### src/hdl/mpid_pkg.sv
// Package: constants and types for the multiprocessor interrupt delivery core
package mpid_pkg;
  // ----------------------------------------------------------------
  // Sizes
  // ----------------------------------------------------------------
  localparam int NCPU = 4;
  localparam int NSRC = 8;
  localparam int NIO  = 6;  // Sources 0..5 are I/O, the rest directed-only events
  localparam int CPUW = 2;
  localparam int SRCW = 3;

  // ----------------------------------------------------------------
  // Register byte addresses
  // ----------------------------------------------------------------
  localparam logic [15:0] ADR_CTP  = 16'h0080;
  localparam logic [15:0] ADR_WHO  = 16'h0090;
  localparam logic [15:0] ADR_ACK  = 16'h00a0;
  localparam logic [15:0] ADR_EOI  = 16'h00b0;
  localparam logic [15:0] ADR_GCR  = 16'h1020;
  localparam logic [15:0] ADR_INIT = 16'h1090;
  localparam logic [15:0] ADR_SPUR = 16'h10e0;
  localparam logic [8:0]  SRC_BLK  = 9'h040;  // Source configs at 0x2000 + 0x10 * index
  localparam int          GCR_PDIS = 29;

  // ----------------------------------------------------------------
  // Reset values and responses
  // ----------------------------------------------------------------
  localparam logic [3:0]  CTP_RST   = 4'hf;
  localparam logic [7:0]  SPUR_RST  = 8'hff;
  localparam logic [1:0]  RESP_OKAY = 2'h0;
  localparam logic [1:0]  RESP_SLV  = 2'h2;

  typedef logic [3:0] mpid_prio_t;

  typedef struct packed {
    logic             mask;
    logic             level;
    logic [NCPU-1:0]  dest;
    mpid_prio_t       prio;
    logic [7:0]       vec;
  } mpid_src_cfg_t;

  localparam mpid_src_cfg_t SRC_RST = '{mask: 1'b1, level: 1'b0, dest: 4'h1,
                                        prio: 4'h0, vec: 8'h00};
endpackage : mpid_pkg

### src/hdl/mpid_sync.sv
// Three-stage pin synchroniser, output moves once stages two and three agree
`timescale 1ns/1ps
module mpid_sync #(
  parameter int W = 1
) (
  input  wire logic         aclk,
  input  wire logic         aresetn,
  input  wire logic [W-1:0] din,
  output logic      [W-1:0] dout
);
  logic [W-1:0] s1_r;
  logic [W-1:0] s2_r;
  logic [W-1:0] s3_r;

  always_ff @(posedge aclk)
  begin
    if (!aresetn)
    begin
      s1_r <= '0;
      s2_r <= '0;
      s3_r <= '0;
      dout <= '0;
    end
    else
    begin
      s1_r <= din;
      s2_r <= s1_r;
      s3_r <= s2_r;
      for (int i = 0; i < W; i++)
        if (s2_r[i] == s3_r[i])
          dout[i] <= s3_r[i];
    end
  end
endmodule : mpid_sync

### src/hdl/mpid_pick.sv
// Picks the highest priority request, ties to the lowest index
`timescale 1ns/1ps
module mpid_pick
  import mpid_pkg::*;
(
  input  wire logic                   [NSRC-1:0] req,
  input  wire mpid_prio_t             [NSRC-1:0] prios,
  output logic                                   found,
  output logic                        [SRCW-1:0] idx,
  output mpid_prio_t                             top
);
  always_comb
  begin
    found = 1'b0;
    idx   = '0;
    top   = '0;
    // Scan downward so an equal priority at a lower index replaces the earlier pick
    for (int s = NSRC - 1; s >= 0; s--)
      if (req[s] && (!found || prios[s] >= top))
      begin
        found = 1'b1;
        idx   = SRCW'(s);
        top   = prios[s];
      end
  end
endmodule : mpid_pick

### src/hdl/mpid_core.sv
// Top: interrupt delivery, priority and in-service core with AXI4-Lite registers
// Behaviour
// - Directed events go to every destination bit
// - Interprocessor and timer events are directed, multicast
// - Single-destination I/O is directed, never multicast
// - Multi-destination I/O rotates fairly among destinations
// - Distributed event pending or active on one processor
// - Distributed source locked to processor until its END_OF_INTERRUPT
// - Edges arriving while busy are dropped
// - Each source holds priority 0 to 15
// - Delivery happens at the acknowledge read
// - Deliver only if priority exceeds task priority
// - Private task priority masks equal or lower
// - In-service priority blocks equal or lower sources
// - In service from acknowledge until END_OF_INTERRUPT
// - END_OF_INTERRUPT clears highest in-service interrupt only
// - END_OF_INTERRUPT affects only the writing processor
// - Invalid request at acknowledge returns spurious vector
// - Eligible pending interrupt beats spurious vector
// - Shared register drives processor init lines
// - Identity read returns reader's connection number
// - Reset enters legacy pass-through to processor zero
// - Pass-through off: core routes all events
// - Per-processor registers share one address
// - Task priority resets to 15
// - END_OF_INTERRUPT is a write of zero
`timescale 1ns/1ps
module mpid_core
  import mpid_pkg::*;
(
  input  wire logic             aclk,
  input  wire logic             aresetn,
  input  wire logic             awvalid,
  output logic                  awready,
  input  wire logic [15:0]      awaddr,
  input  wire logic [2:0]       awprot,
  input  wire logic [CPUW-1:0]  awcpu,
  input  wire logic             wvalid,
  output logic                  wready,
  input  wire logic [31:0]      wdata,
  input  wire logic [3:0]       wstrb,
  output logic                  bvalid,
  input  wire logic             bready,
  output logic      [1:0]       bresp,
  input  wire logic             arvalid,
  output logic                  arready,
  input  wire logic [15:0]      araddr,
  input  wire logic [2:0]       arprot,
  input  wire logic [CPUW-1:0]  arcpu,
  output logic                  rvalid,
  input  wire logic             rready,
  output logic      [31:0]      rdata,
  output logic      [1:0]       rresp,
  input  wire logic [NSRC-1:0]  src_in,
  input  wire logic             legacy_irq,
  output logic      [NCPU-1:0]  cpu_irq,
  output logic      [NCPU-1:0]  cpu_init
);
  // ----------------------------------------------------------------
  // State
  // ----------------------------------------------------------------
  mpid_src_cfg_t           cfg_r    [NSRC];
  logic       [NSRC-1:0]   pend_r   [NCPU];
  logic       [NSRC-1:0]   isv_r    [NCPU];
  mpid_prio_t              ctp_r    [NCPU];
  logic       [31:0]       eoi_r    [NCPU];
  logic       [NSRC-1:0]   own_v_r;
  logic       [CPUW-1:0]   own_c_r  [NSRC];
  logic                    pass_dis_r;
  logic       [7:0]        spur_r;
  logic       [NSRC-1:0]   prev_r;
  logic       [15:0]       aw_addr_r;
  logic       [CPUW-1:0]   aw_cpu_r;
  logic       [31:0]       w_data_r;
  logic       [3:0]        w_strb_r;

  logic       [NSRC:0]     pin_s;
  logic       [NSRC-1:0]   src_s;
  logic                    legacy_s;
  mpid_prio_t [NSRC-1:0]   prios;
  logic       [NSRC-1:0]   elig     [NCPU];
  logic       [NSRC-1:0]   set_pend [NCPU];
  logic       [NSRC-1:0]   ack_set  [NCPU];
  logic       [NSRC-1:0]   eoi_clr  [NCPU];
  logic       [NCPU-1:0]   best_v;
  logic       [SRCW-1:0]   best_i   [NCPU];
  logic       [NCPU-1:0]   isv_v;
  logic       [SRCW-1:0]   isv_i    [NCPU];
  mpid_prio_t              isp      [NCPU];
  logic       [NCPU-1:0]   ack_hit;
  logic       [NCPU-1:0]   eoi_hit;
  logic       [NSRC-1:0]   own_set;
  logic       [CPUW-1:0]   own_tgt  [NSRC];
  logic       [NSRC-1:0]   own_clr;
  logic                    wr_do;
  logic                    rd_do;
  logic       [31:0]       wmerge;

  function automatic logic [31:0] merge(logic [31:0] old, logic [31:0] nw, logic [3:0] st);
    logic [31:0] r;
    r = old;
    for (int b = 0; b < 4; b++)
      if (st[b])
        r[8*b +: 8] = nw[8*b +: 8];
    return r;
  endfunction : merge

  function automatic logic [CPUW-1:0] next_cpu(logic [NCPU-1:0] d, logic [CPUW-1:0] last);
    logic [CPUW-1:0] r;
    logic [CPUW-1:0] t;
    r = last;
    for (int k = NCPU; k >= 1; k--)
    begin
      t = last + CPUW'(k);
      if (d[t])
        r = t;
    end
    return r;
  endfunction : next_cpu

  // ----------------------------------------------------------------
  // Pin synchronisers
  // ----------------------------------------------------------------
  mpid_sync #(.W(NSRC + 1)) u_sync (
    .aclk    (aclk),
    .aresetn (aresetn),
    .din     ({legacy_irq, src_in}),
    .dout    (pin_s)
  );
  assign src_s    = pin_s[NSRC-1:0];
  assign legacy_s = pin_s[NSRC];

  // ----------------------------------------------------------------
  // Bus handshake
  // ----------------------------------------------------------------
  assign wr_do  = !awready && !wready && !bvalid;
  assign rd_do  = arvalid && arready;
  assign wmerge = merge(32'h0, w_data_r, w_strb_r);

  always_ff @(posedge aclk)
  begin
    if (!aresetn)
    begin
      awready   <= 1'b1;
      wready    <= 1'b1;
      bvalid    <= 1'b0;
      bresp     <= RESP_OKAY;
      aw_addr_r <= '0;
      aw_cpu_r  <= '0;
      w_data_r  <= '0;
      w_strb_r  <= '0;
    end
    else
    begin
      if (awvalid && awready)
      begin
        awready   <= 1'b0;
        aw_addr_r <= awaddr;
        aw_cpu_r  <= awcpu;
      end
      if (wvalid && wready)
      begin
        wready   <= 1'b0;
        w_data_r <= wdata;
        w_strb_r <= wstrb;
      end
      if (wr_do)
      begin
        bvalid <= 1'b1;
        bresp  <= RESP_OKAY;
        if (!(aw_addr_r inside {ADR_CTP, ADR_WHO, ADR_ACK, ADR_EOI, ADR_GCR, ADR_INIT,
                                ADR_SPUR}) &&
            !(aw_addr_r[15:7] == SRC_BLK && aw_addr_r[3:0] == 4'h0))
          bresp <= RESP_SLV;
      end
      if (bvalid && bready)
      begin
        bvalid  <= 1'b0;
        awready <= 1'b1;
        wready  <= 1'b1;
      end
    end
  end

  // ----------------------------------------------------------------
  // Software registers
  // ----------------------------------------------------------------
  always_ff @(posedge aclk)
  begin
    if (!aresetn)
    begin
      pass_dis_r <= 1'b0;
      spur_r     <= SPUR_RST;
      cpu_init   <= '0;
      for (int c = 0; c < NCPU; c++)
      begin
        ctp_r[c] <= CTP_RST;
        eoi_r[c] <= '0;
      end
      for (int s = 0; s < NSRC; s++)
        cfg_r[s] <= SRC_RST;
    end
    else if (wr_do)
    begin
      case (aw_addr_r)
        ADR_CTP:  ctp_r[aw_cpu_r] <= merge({28'h0, ctp_r[aw_cpu_r]}, w_data_r, w_strb_r)
                                     [3:0];
        ADR_EOI:  eoi_r[aw_cpu_r] <= merge(eoi_r[aw_cpu_r], w_data_r, w_strb_r);
        ADR_GCR:  if (w_strb_r[GCR_PDIS/8])
                    pass_dis_r <= w_data_r[GCR_PDIS];
        ADR_INIT: cpu_init <= merge({28'h0, cpu_init}, w_data_r, w_strb_r)[NCPU-1:0];
        ADR_SPUR: spur_r <= merge({24'h0, spur_r}, w_data_r, w_strb_r)[7:0];
        default:
          if (aw_addr_r[15:7] == SRC_BLK && aw_addr_r[3:0] == 4'h0)
            cfg_r[aw_addr_r[6:4]] <= merge({14'h0, cfg_r[aw_addr_r[6:4]]}, w_data_r,
                                           w_strb_r)[$bits(mpid_src_cfg_t)-1:0];
      endcase
    end
  end

  // ----------------------------------------------------------------
  // Per-processor selection
  // ----------------------------------------------------------------
  genvar gc;
  genvar gs;
  for (gs = 0; gs < NSRC; gs++)
  begin : g_prio
    assign prios[gs] = cfg_r[gs].prio;
  end

  for (gc = 0; gc < NCPU; gc++)
  begin : g_cpu
    for (gs = 0; gs < NSRC; gs++)
    begin : g_el
      // A level source whose pin went high, a mask or a raised task priority all fall out here
      assign elig[gc][gs] = pend_r[gc][gs] && !cfg_r[gs].mask &&
                            (!cfg_r[gs].level || !src_s[gs]) &&
                            prios[gs] > ctp_r[gc] &&
                            prios[gs] > isp[gc];
    end

    mpid_pick u_best (
      .req   (elig[gc]),
      .prios (prios),
      .found (best_v[gc]),
      .idx   (best_i[gc]),
      .top   ()
    );

    mpid_pick u_isv (
      .req   (isv_r[gc]),
      .prios (prios),
      .found (isv_v[gc]),
      .idx   (isv_i[gc]),
      .top   (isp[gc])
    );

    assign ack_hit[gc] = rd_do && araddr == ADR_ACK && arcpu == CPUW'(gc) && pass_dis_r;
    assign eoi_hit[gc] = wr_do && aw_addr_r == ADR_EOI && aw_cpu_r == CPUW'(gc) &&
                         wmerge == 32'h0;
    assign ack_set[gc] = (ack_hit[gc] && best_v[gc]) ? (NSRC'(1) << best_i[gc]) : '0;
    assign eoi_clr[gc] = (eoi_hit[gc] && isv_v[gc]) ? (NSRC'(1) << isv_i[gc]) : '0;
  end

  // ----------------------------------------------------------------
  // Event dispatch
  // ----------------------------------------------------------------
  always_comb
  begin
    for (int c = 0; c < NCPU; c++)
      set_pend[c] = '0;
    for (int s = 0; s < NSRC; s++)
    begin
      own_set[s] = 1'b0;
      own_tgt[s] = next_cpu(cfg_r[s].dest, own_c_r[s]);
      own_clr[s] = own_v_r[s] && eoi_clr[own_c_r[s]][s];
      // Routing only runs once pass-through is switched off
      if (pass_dis_r && !cfg_r[s].mask &&
          (cfg_r[s].level ? !src_s[s] : (src_s[s] && !prev_r[s])))
      begin
        if (s < NIO && $countones(cfg_r[s].dest) > 1)
        begin
          if (!own_v_r[s])
          begin
            own_set[s]                = 1'b1;
            set_pend[own_tgt[s]][s]   = 1'b1;
          end
        end
        else
          for (int c = 0; c < NCPU; c++)
            if (cfg_r[s].dest[c] && !pend_r[c][s] && !isv_r[c][s])
              set_pend[c][s] = 1'b1;
      end
    end
  end

  always_ff @(posedge aclk)
  begin
    if (!aresetn)
    begin
      prev_r  <= '0;
      own_v_r <= '0;
      for (int s = 0; s < NSRC; s++)
        own_c_r[s] <= '0;
    end
    else
    begin
      prev_r <= src_s;
      for (int s = 0; s < NSRC; s++)
        if (own_set[s])
        begin
          own_v_r[s] <= 1'b1;
          own_c_r[s] <= own_tgt[s];
        end
        else if (own_clr[s])
          own_v_r[s] <= 1'b0;
    end
  end

  // ----------------------------------------------------------------
  // Pending and in-service state
  // ----------------------------------------------------------------
  always_ff @(posedge aclk)
  begin
    if (!aresetn)
      for (int c = 0; c < NCPU; c++)
      begin
        pend_r[c] <= '0;
        isv_r[c]  <= '0;
      end
    else
      for (int c = 0; c < NCPU; c++)
      begin
        pend_r[c] <= (pend_r[c] & ~ack_set[c]) | set_pend[c];
        isv_r[c]  <= (isv_r[c] & ~eoi_clr[c]) | ack_set[c];
      end
  end

  always_ff @(posedge aclk)
  begin
    if (!aresetn)
      cpu_irq <= '0;
    else
      for (int c = 0; c < NCPU; c++)
        cpu_irq[c] <= pass_dis_r ? best_v[c] : (c == 0 && legacy_s);
  end

  // ----------------------------------------------------------------
  // Read path
  // ----------------------------------------------------------------
  always_ff @(posedge aclk)
  begin
    if (!aresetn)
    begin
      arready <= 1'b1;
      rvalid  <= 1'b0;
      rdata   <= '0;
      rresp   <= RESP_OKAY;
    end
    else
    begin
      if (rd_do)
      begin
        arready <= 1'b0;
        rvalid  <= 1'b1;
        rresp   <= RESP_OKAY;
        rdata   <= '0;
        case (araddr)
          ADR_CTP:  rdata <= {28'h0, ctp_r[arcpu]};
          ADR_WHO:  rdata <= {30'h0, arcpu};
          ADR_ACK:  rdata <= {24'h0, best_v[arcpu] && pass_dis_r ?
                                     cfg_r[best_i[arcpu]].vec : spur_r};
          ADR_EOI:  rdata <= eoi_r[arcpu];
          ADR_GCR:  rdata <= {2'h0, pass_dis_r, 29'h0};
          ADR_INIT: rdata <= {28'h0, cpu_init};
          ADR_SPUR: rdata <= {24'h0, spur_r};
          default:
            if (araddr[15:7] == SRC_BLK && araddr[3:0] == 4'h0)
              rdata <= {14'h0, cfg_r[araddr[6:4]]};
            else
              rresp <= RESP_SLV;
        endcase
      end
      if (rvalid && rready)
      begin
        rvalid  <= 1'b0;
        arready <= 1'b1;
      end
    end
  end

  // ----------------------------------------------------------------
  // Assertions
  // ----------------------------------------------------------------
  logic [7:0] ack_vec0;
  assign ack_vec0 = cfg_r[best_i[0]].vec;

  property p_ctp_reset;
    @(posedge aclk) $rose(aresetn) |-> ctp_r[0] == CTP_RST && !pass_dis_r;
  endproperty
  a_ctp_reset: assert property (p_ctp_reset) else $error("task priority not 15 after reset");

  property p_above_ctp;
    @(posedge aclk) disable iff (!aresetn)
      ack_hit[0] && best_v[0] |-> prios[best_i[0]] > ctp_r[0] && prios[best_i[0]] != 4'h0;
  endproperty
  a_above_ctp: assert property (p_above_ctp) else $error("delivered at or below task level");

  property p_nested;
    @(posedge aclk) disable iff (!aresetn)
      ack_hit[0] && best_v[0] && isv_v[0] |-> prios[best_i[0]] > isp[0];
  endproperty
  a_nested: assert property (p_nested) else $error("preempted by equal or lower source");

  property p_ack_vec;
    @(posedge aclk) disable iff (!aresetn)
      ack_hit[0] && best_v[0] |=> rvalid && rdata == {24'h0, $past(ack_vec0)} && isv_r[0] != '0;
  endproperty
  a_ack_vec: assert property (p_ack_vec) else $error("acknowledge vector wrong");

  property p_spur;
    @(posedge aclk) disable iff (!aresetn)
      ack_hit[0] && !best_v[0] |=> rdata == {24'h0, $past(spur_r)} && $stable(isv_r[0]);
  endproperty
  a_spur: assert property (p_spur) else $error("spurious vector not returned");

  property p_eoi;
    @(posedge aclk) disable iff (!aresetn)
      eoi_hit[0] && isv_v[0] && !ack_hit[0] |=> $countones(isv_r[0]) ==
        $countones($past(isv_r[0])) - 1;
  endproperty
  a_eoi: assert property (p_eoi) else $error("END_OF_INTERRUPT did not clear one in-service bit");

  property p_who;
    @(posedge aclk) disable iff (!aresetn)
      rd_do && araddr == ADR_WHO |=> rvalid && rdata[CPUW-1:0] == $past(arcpu);
  endproperty
  a_who: assert property (p_who) else $error("identity read wrong");

  property p_pass;
    @(posedge aclk) disable iff (!aresetn)
      !pass_dis_r ##1 !pass_dis_r |-> cpu_irq[NCPU-1:1] == '0 && isv_r[0] == $past(isv_r[0]);
  endproperty
  a_pass: assert property (p_pass) else $error("routing active in pass-through");

  for (gs = 0; gs < NIO; gs++)
  begin : g_once
    logic [NCPU-1:0] busy;
    for (gc = 0; gc < NCPU; gc++)
    begin : g_b
      assign busy[gc] = pend_r[gc][gs] || isv_r[gc][gs];
    end
    property p_once;
      @(posedge aclk) disable iff (!aresetn)
        own_v_r[gs] |-> $onehot0(busy) && (busy == '0 || busy[own_c_r[gs]]);
    endproperty
    a_once: assert property (p_once) else $error("distributed event on two processors");
  end

  c_ack:   cover property (@(posedge aclk) disable iff (!aresetn) ack_hit[0] && best_v[0]);
  c_spur:  cover property (@(posedge aclk) disable iff (!aresetn) ack_hit[0] && !best_v[0]);
  c_eoi:   cover property (@(posedge aclk) disable iff (!aresetn) eoi_hit[0] && isv_v[0]);
  c_dist:  cover property (@(posedge aclk) disable iff (!aresetn) own_set[0]);
endmodule : mpid_core

### config.mk
export PLATFORM = sky130hd
export DESIGN_NAME = mpid_core
export DESIGN_NICKNAME = d
export VERILOG_FILES = /design/src/hdl/mpid_pkg.sv /design/src/hdl/mpid_sync.sv /design/src/hdl/mpid_pick.sv /design/src/hdl/mpid_core.sv
export SDC_FILE = /design/constraint.sdc
export NUM_CORES = 2
export LEC_CHECK = 0
export BUFFER_PORTS_ARGS = -buffer_cell sky130_fd_sc_hd__buf_2
export CORE_MARGIN = 5
export CORE_UTILIZATION = 30
export DETAILED_ROUTE_END_ITERATION = 7
export HOLD_SLACK_MARGIN = 0.1
export PLACE_DENSITY = 0.53
export RECOVER_POWER = 25
export SKIP_CTS_REPAIR_TIMING = 1
export SLEW_MARGIN = 20
export SYNTH_ARGS = -nofsm -noshare
export SYNTH_HDL_FRONTEND = slang
export SYNTH_SLANG_ARGS = --single-unit
### constraint.sdc
create_clock -name aclk -period 29.4 [get_ports aclk]
set_clock_uncertainty 0.15 [all_clocks]
set_input_delay 2.94 -clock aclk [delete_from_list [all_inputs] [get_ports aclk]]
set_output_delay 2.94 -clock aclk [all_outputs]
set_load 0.02 [all_outputs]
==> flow_summary.yaml <==
finish:
  filler_cell_count: 13856
  layout.cells.most_common_list: "ha_1 (440), nand2_1 (431), and2_1 (305), edfxtp_1 (300), nor2_1 (294)"
  final_cells: 6268
  nets: 4993
  drive_gt1_frac: 0.126
  layout-area-overhead-vs-synth_pct: 12.2
  layout.cells.most_common: "ha_1"
sta:
  setup_tns_ps: 0
  drv_slew: 288
  finalSetupViolCount: 0
  rsz0062_at_grt: "false"
  final.min_clock_period_ps: 27260
  final_hold_viol_count: 0
  remaining_max_slew_budget_at_the_tightest_pin: -1.05
  min_period_over_period: 0.927
  slew_of_the_pin_with_the_lowest_slew_margin_ps: 3070
  fmax_ghz: 0.0367
power_and_ir_drop:
  power.combinational.fraction: 0.104
  switching_fraction_of_total_power: 0.252
  internal_power_mw: 1.31
  fin_total_pwr_mw: 1.75
  power_frac_seq: 0.466
  sw_pwr_mw: 0.440
  p_clk_frac: 0.430
  power.leakage_nw: 17.2
  ir_worst_vdd_uv: 53.4
  p_per_area_nw_per_um2: 38.6
floorplan:
  die_area_um2: 142000
  die_w_um: 376
  fp-row-count: 134
  floorplan.io_pins: 143
  fp.dieH_um: 376
  floorplan.initialDensity: 0.302
  floorplan.core_area_um2: 133000
yosys:
  yosysWarningCount: 0
  post_synthesis_async_set_or_reset_flop_share: 0
  ys.flop_type: "edfxtp_1"
  count_of_flip_flops_with_a_built_in_enable_after_synthesis: 300
  syn_area_cell_um2: 9.31
  mapped_cells: 4329
  ys_seq_elements: 524
  synth_area_um2: 40300
  yosys.cell_types.count: 120
  yosysSeqAreaShare: 0.335
placement:
  hpwl_detailed_um: 114000
  place.port_buffers: 134
  gpl.final_weighted_congestion: 0.978
  post-place-cells: 6167
clock_tree:
  cts_tree: "done"
  cts-buffers-inserted: 52
  cts.reportedPaths.clkPinSlew_ps: 60
  clk_root_buffer_cell: "clkbuf_16"
  clockBufferDepth: 3
  clock_sink_count: 524
  number_of_h_tree_levels: 2
  clk-insertion-delay-late_ps: 620
routing:
  drtPass1Iterations: 6
  final_antenna_net_count: 0
  detail_route.vias_per_cell: 5.59
  detail_route.drc_violations: 0
  finalWirelength_um: 155000
  num_vias: 35033
  dr.first_iter.drc_count: 3310
  route.detailed.wl_per_inst_um: 24.8
worst_setup_path:
  worstPathArrival_ps: 27640
  worst-path-buf-inv: 6
  largest_stage_delay_worst_path_ps: 700
  crit_path_start_kind: "flip-flop"
  cp_max_fo: 13
  criticalPathCategory: "flip-flop to flip-flop"
  critical_path.slowest_cell: "dfxtp_1"
  worst-endpoint-required_ps: 29780
  critical_path.top_delay_family: "compound AO/OA/AOI/OAI gates"
  setup.worst_path.end_class: "flip-flop"
run_status:
  outcome: "finished with violations"
  violations: "capacitance limit, slew limit"
grt:
  grt_antenna_before_repair: 6
  gr-total-overflow: 0
  grt_pass1_vias: 32943
  grt_start_max_net_pins: 83
  first_pass_grt_wire_length_um: 225000
  gr-usage-all-layers: 0.210
flow_run:
  max_cap_viol_count: 4
min_path:
  holdCritPathClass: "flip-flop to flip-flop"
## cells by family after synthesis
family,after synthesis,synth area share
AO/OA/AOI/OAI,1120,0.192
XOR/XNOR,1,0.000217
adder cells (fa/ha/maj),448,0.140
buffers and inverters,324,0.0321
flip-flops,524,0.335
multiplexers,242,0.0867
other,1,0.0000931
AND/OR/NAND/NOR,1669,0.214
## synthesized netlist by cell type, types with 12 or more instances
cell / n / share of area
a211oi_1: 19 / 0.0035
a21boi_0: 130 / 0.024
a21o_1: 94 / 0.018
a21oi_1: 217 / 0.027
a221oi_1: 17 / 0.0037
a22o_1: 13 / 0.0028
a22oi_1: 22 / 0.0041
a31oi_1: 60 / 0.0093
a32o_1: 12 / 0.0030
and2_1: 322 / 0.050
and3_1: 23 / 0.0036
buf_1: 22 / 0.0020
buf_2: 17 / 0.0021
clkbuf_1: 136 / 0.013
dfxtp_1: 224 / 0.11
edfxtp_1: 300 / 0.22
ha_1: 440 / 0.14
inv_1: 135 / 0.013
mux2_2: 82 / 0.023
mux2i_1: 79 / 0.020
mux4_2: 75 / 0.042
nand2_1: 431 / 0.040
nand2b_1: 98 / 0.015
nand3_1: 132 / 0.016
nand3b_1: 13 / 0.0024
nand4_1: 44 / 0.0068
nor2_1: 294 / 0.027
nor2b_1: 107 / 0.017
nor3_1: 49 / 0.0061
nor3b_1: 17 / 0.0032
nor4_1: 22 / 0.0034
o2111ai_1: 26 / 0.0057
o211ai_1: 20 / 0.0037
o21a_1: 44 / 0.0082
o21ai_0: 226 / 0.028
o21ai_1: 24 / 0.0030
o31ai_1: 13 / 0.0024
or3_1: 44 / 0.0068
## power by group through the flow
stage	Combinational (mW)	Sequential (mW)	Clock (mW)
2_1_floorplan	0.109	0.823	0
3_3_place_gp	0.176	0.830	0
3_5_place_dp	0.179	0.830	0
4_1_cts	0.180	0.814	0.766
5_1_grt	0.196	0.817	0.792
6_report	0.181	0.814	0.751
## worst paths after layout
| check | slack [ps] | startpoint | cells after the start | to |
|---|---|---|---|---|
| max | 2140 | isv_r[2][7]$_SDFF_PN0_ | 113 | rdata[7]$_SDFFE_PN0P_ |
| min | 290 | u_sync.s1_r[1]$_SDFF_PN0_ | 1 | u_sync.s2_r[1]$_SDFF_PN0_ |
| max reg2reg | 2140 | isv_r[2][7]$_SDFF_PN0_ | 113 | rdata[7]$_SDFFE_PN0P_ |
| min reg2reg | 290 | u_sync.s1_r[1]$_SDFF_PN0_ | 1 | u_sync.s2_r[1]$_SDFF_PN0_ |
## worst reg2reg max path: cells and delay by family (launching register included)
| family | cells | cell delay, ps |
|---|---|---|
| flip-flops | 1 | 700 |
| adder cells (fa/ha/maj) | 16 | 4570 |
| AND/OR/NAND/NOR | 26 | 4500 |
| AO/OA/AOI/OAI | 56 | 12910 |
| multiplexers | 9 | 3530 |
| buffers and inverters | 6 | 820 |
## sequential cells by signal, indices dropped and copies added, names as in the netlist, 4 cells and up
signal,count
isv_r,32
w_data_r,32
u_sync.dout,9
u_sync.s1_r,9
cfg_r,144
w_strb_r,4
cpu_irq,4
u_sync.s2_r,9
own_c_r,12
spur_r,8
cpu_init,4
u_sync.s3_r,9
pend_r,32
aw_addr_r,16
eoi_r,128
ctp_r,16
rdata,32
own_v_r,6
prev_r,8
## per-layer routing
metal / global-route usage / vias to the layer above / share of wire
li1: - / 16382 / -
met1: 0.285 / 16980 / 0.43
met2: 0.337 / 1390 / 0.44
met3: 0.0282 / 281 / 0.074
met4: 0.0902 / 0 / 0.052
met5: 0 / - / 0
## final cells by class
type | instances | area (um2) | area share
diodes | 3 | 7.51 | 0.000166
clock buffers | 71 | 1520 | 0.0336
clock inverters | 27 | 393 | 0.00869
inverters | 137 | 514 | 0.0114
multi-input cells | 3482 | 25500 | 0.565
flip-flops and latches | 524 | 13500 | 0.299
well taps | 1768 | 2210 | 0.0489
repair buffers | 256 | 1530 | 0.0338
## stage by stage
stage	hold WS, ps	cell area (um2)	utilization	setup slack [ps]
detailed placement	276	43300	0.325	2740
CTS	294	45300	0.339	2680
finish	285	45200	0.339	2140
floorplan	262	40300	-	6400
global placement	271	43300	0.325	2750
global route	304	45200	0.339	665
Note: power is estimated with default switching activity, not from simulation.
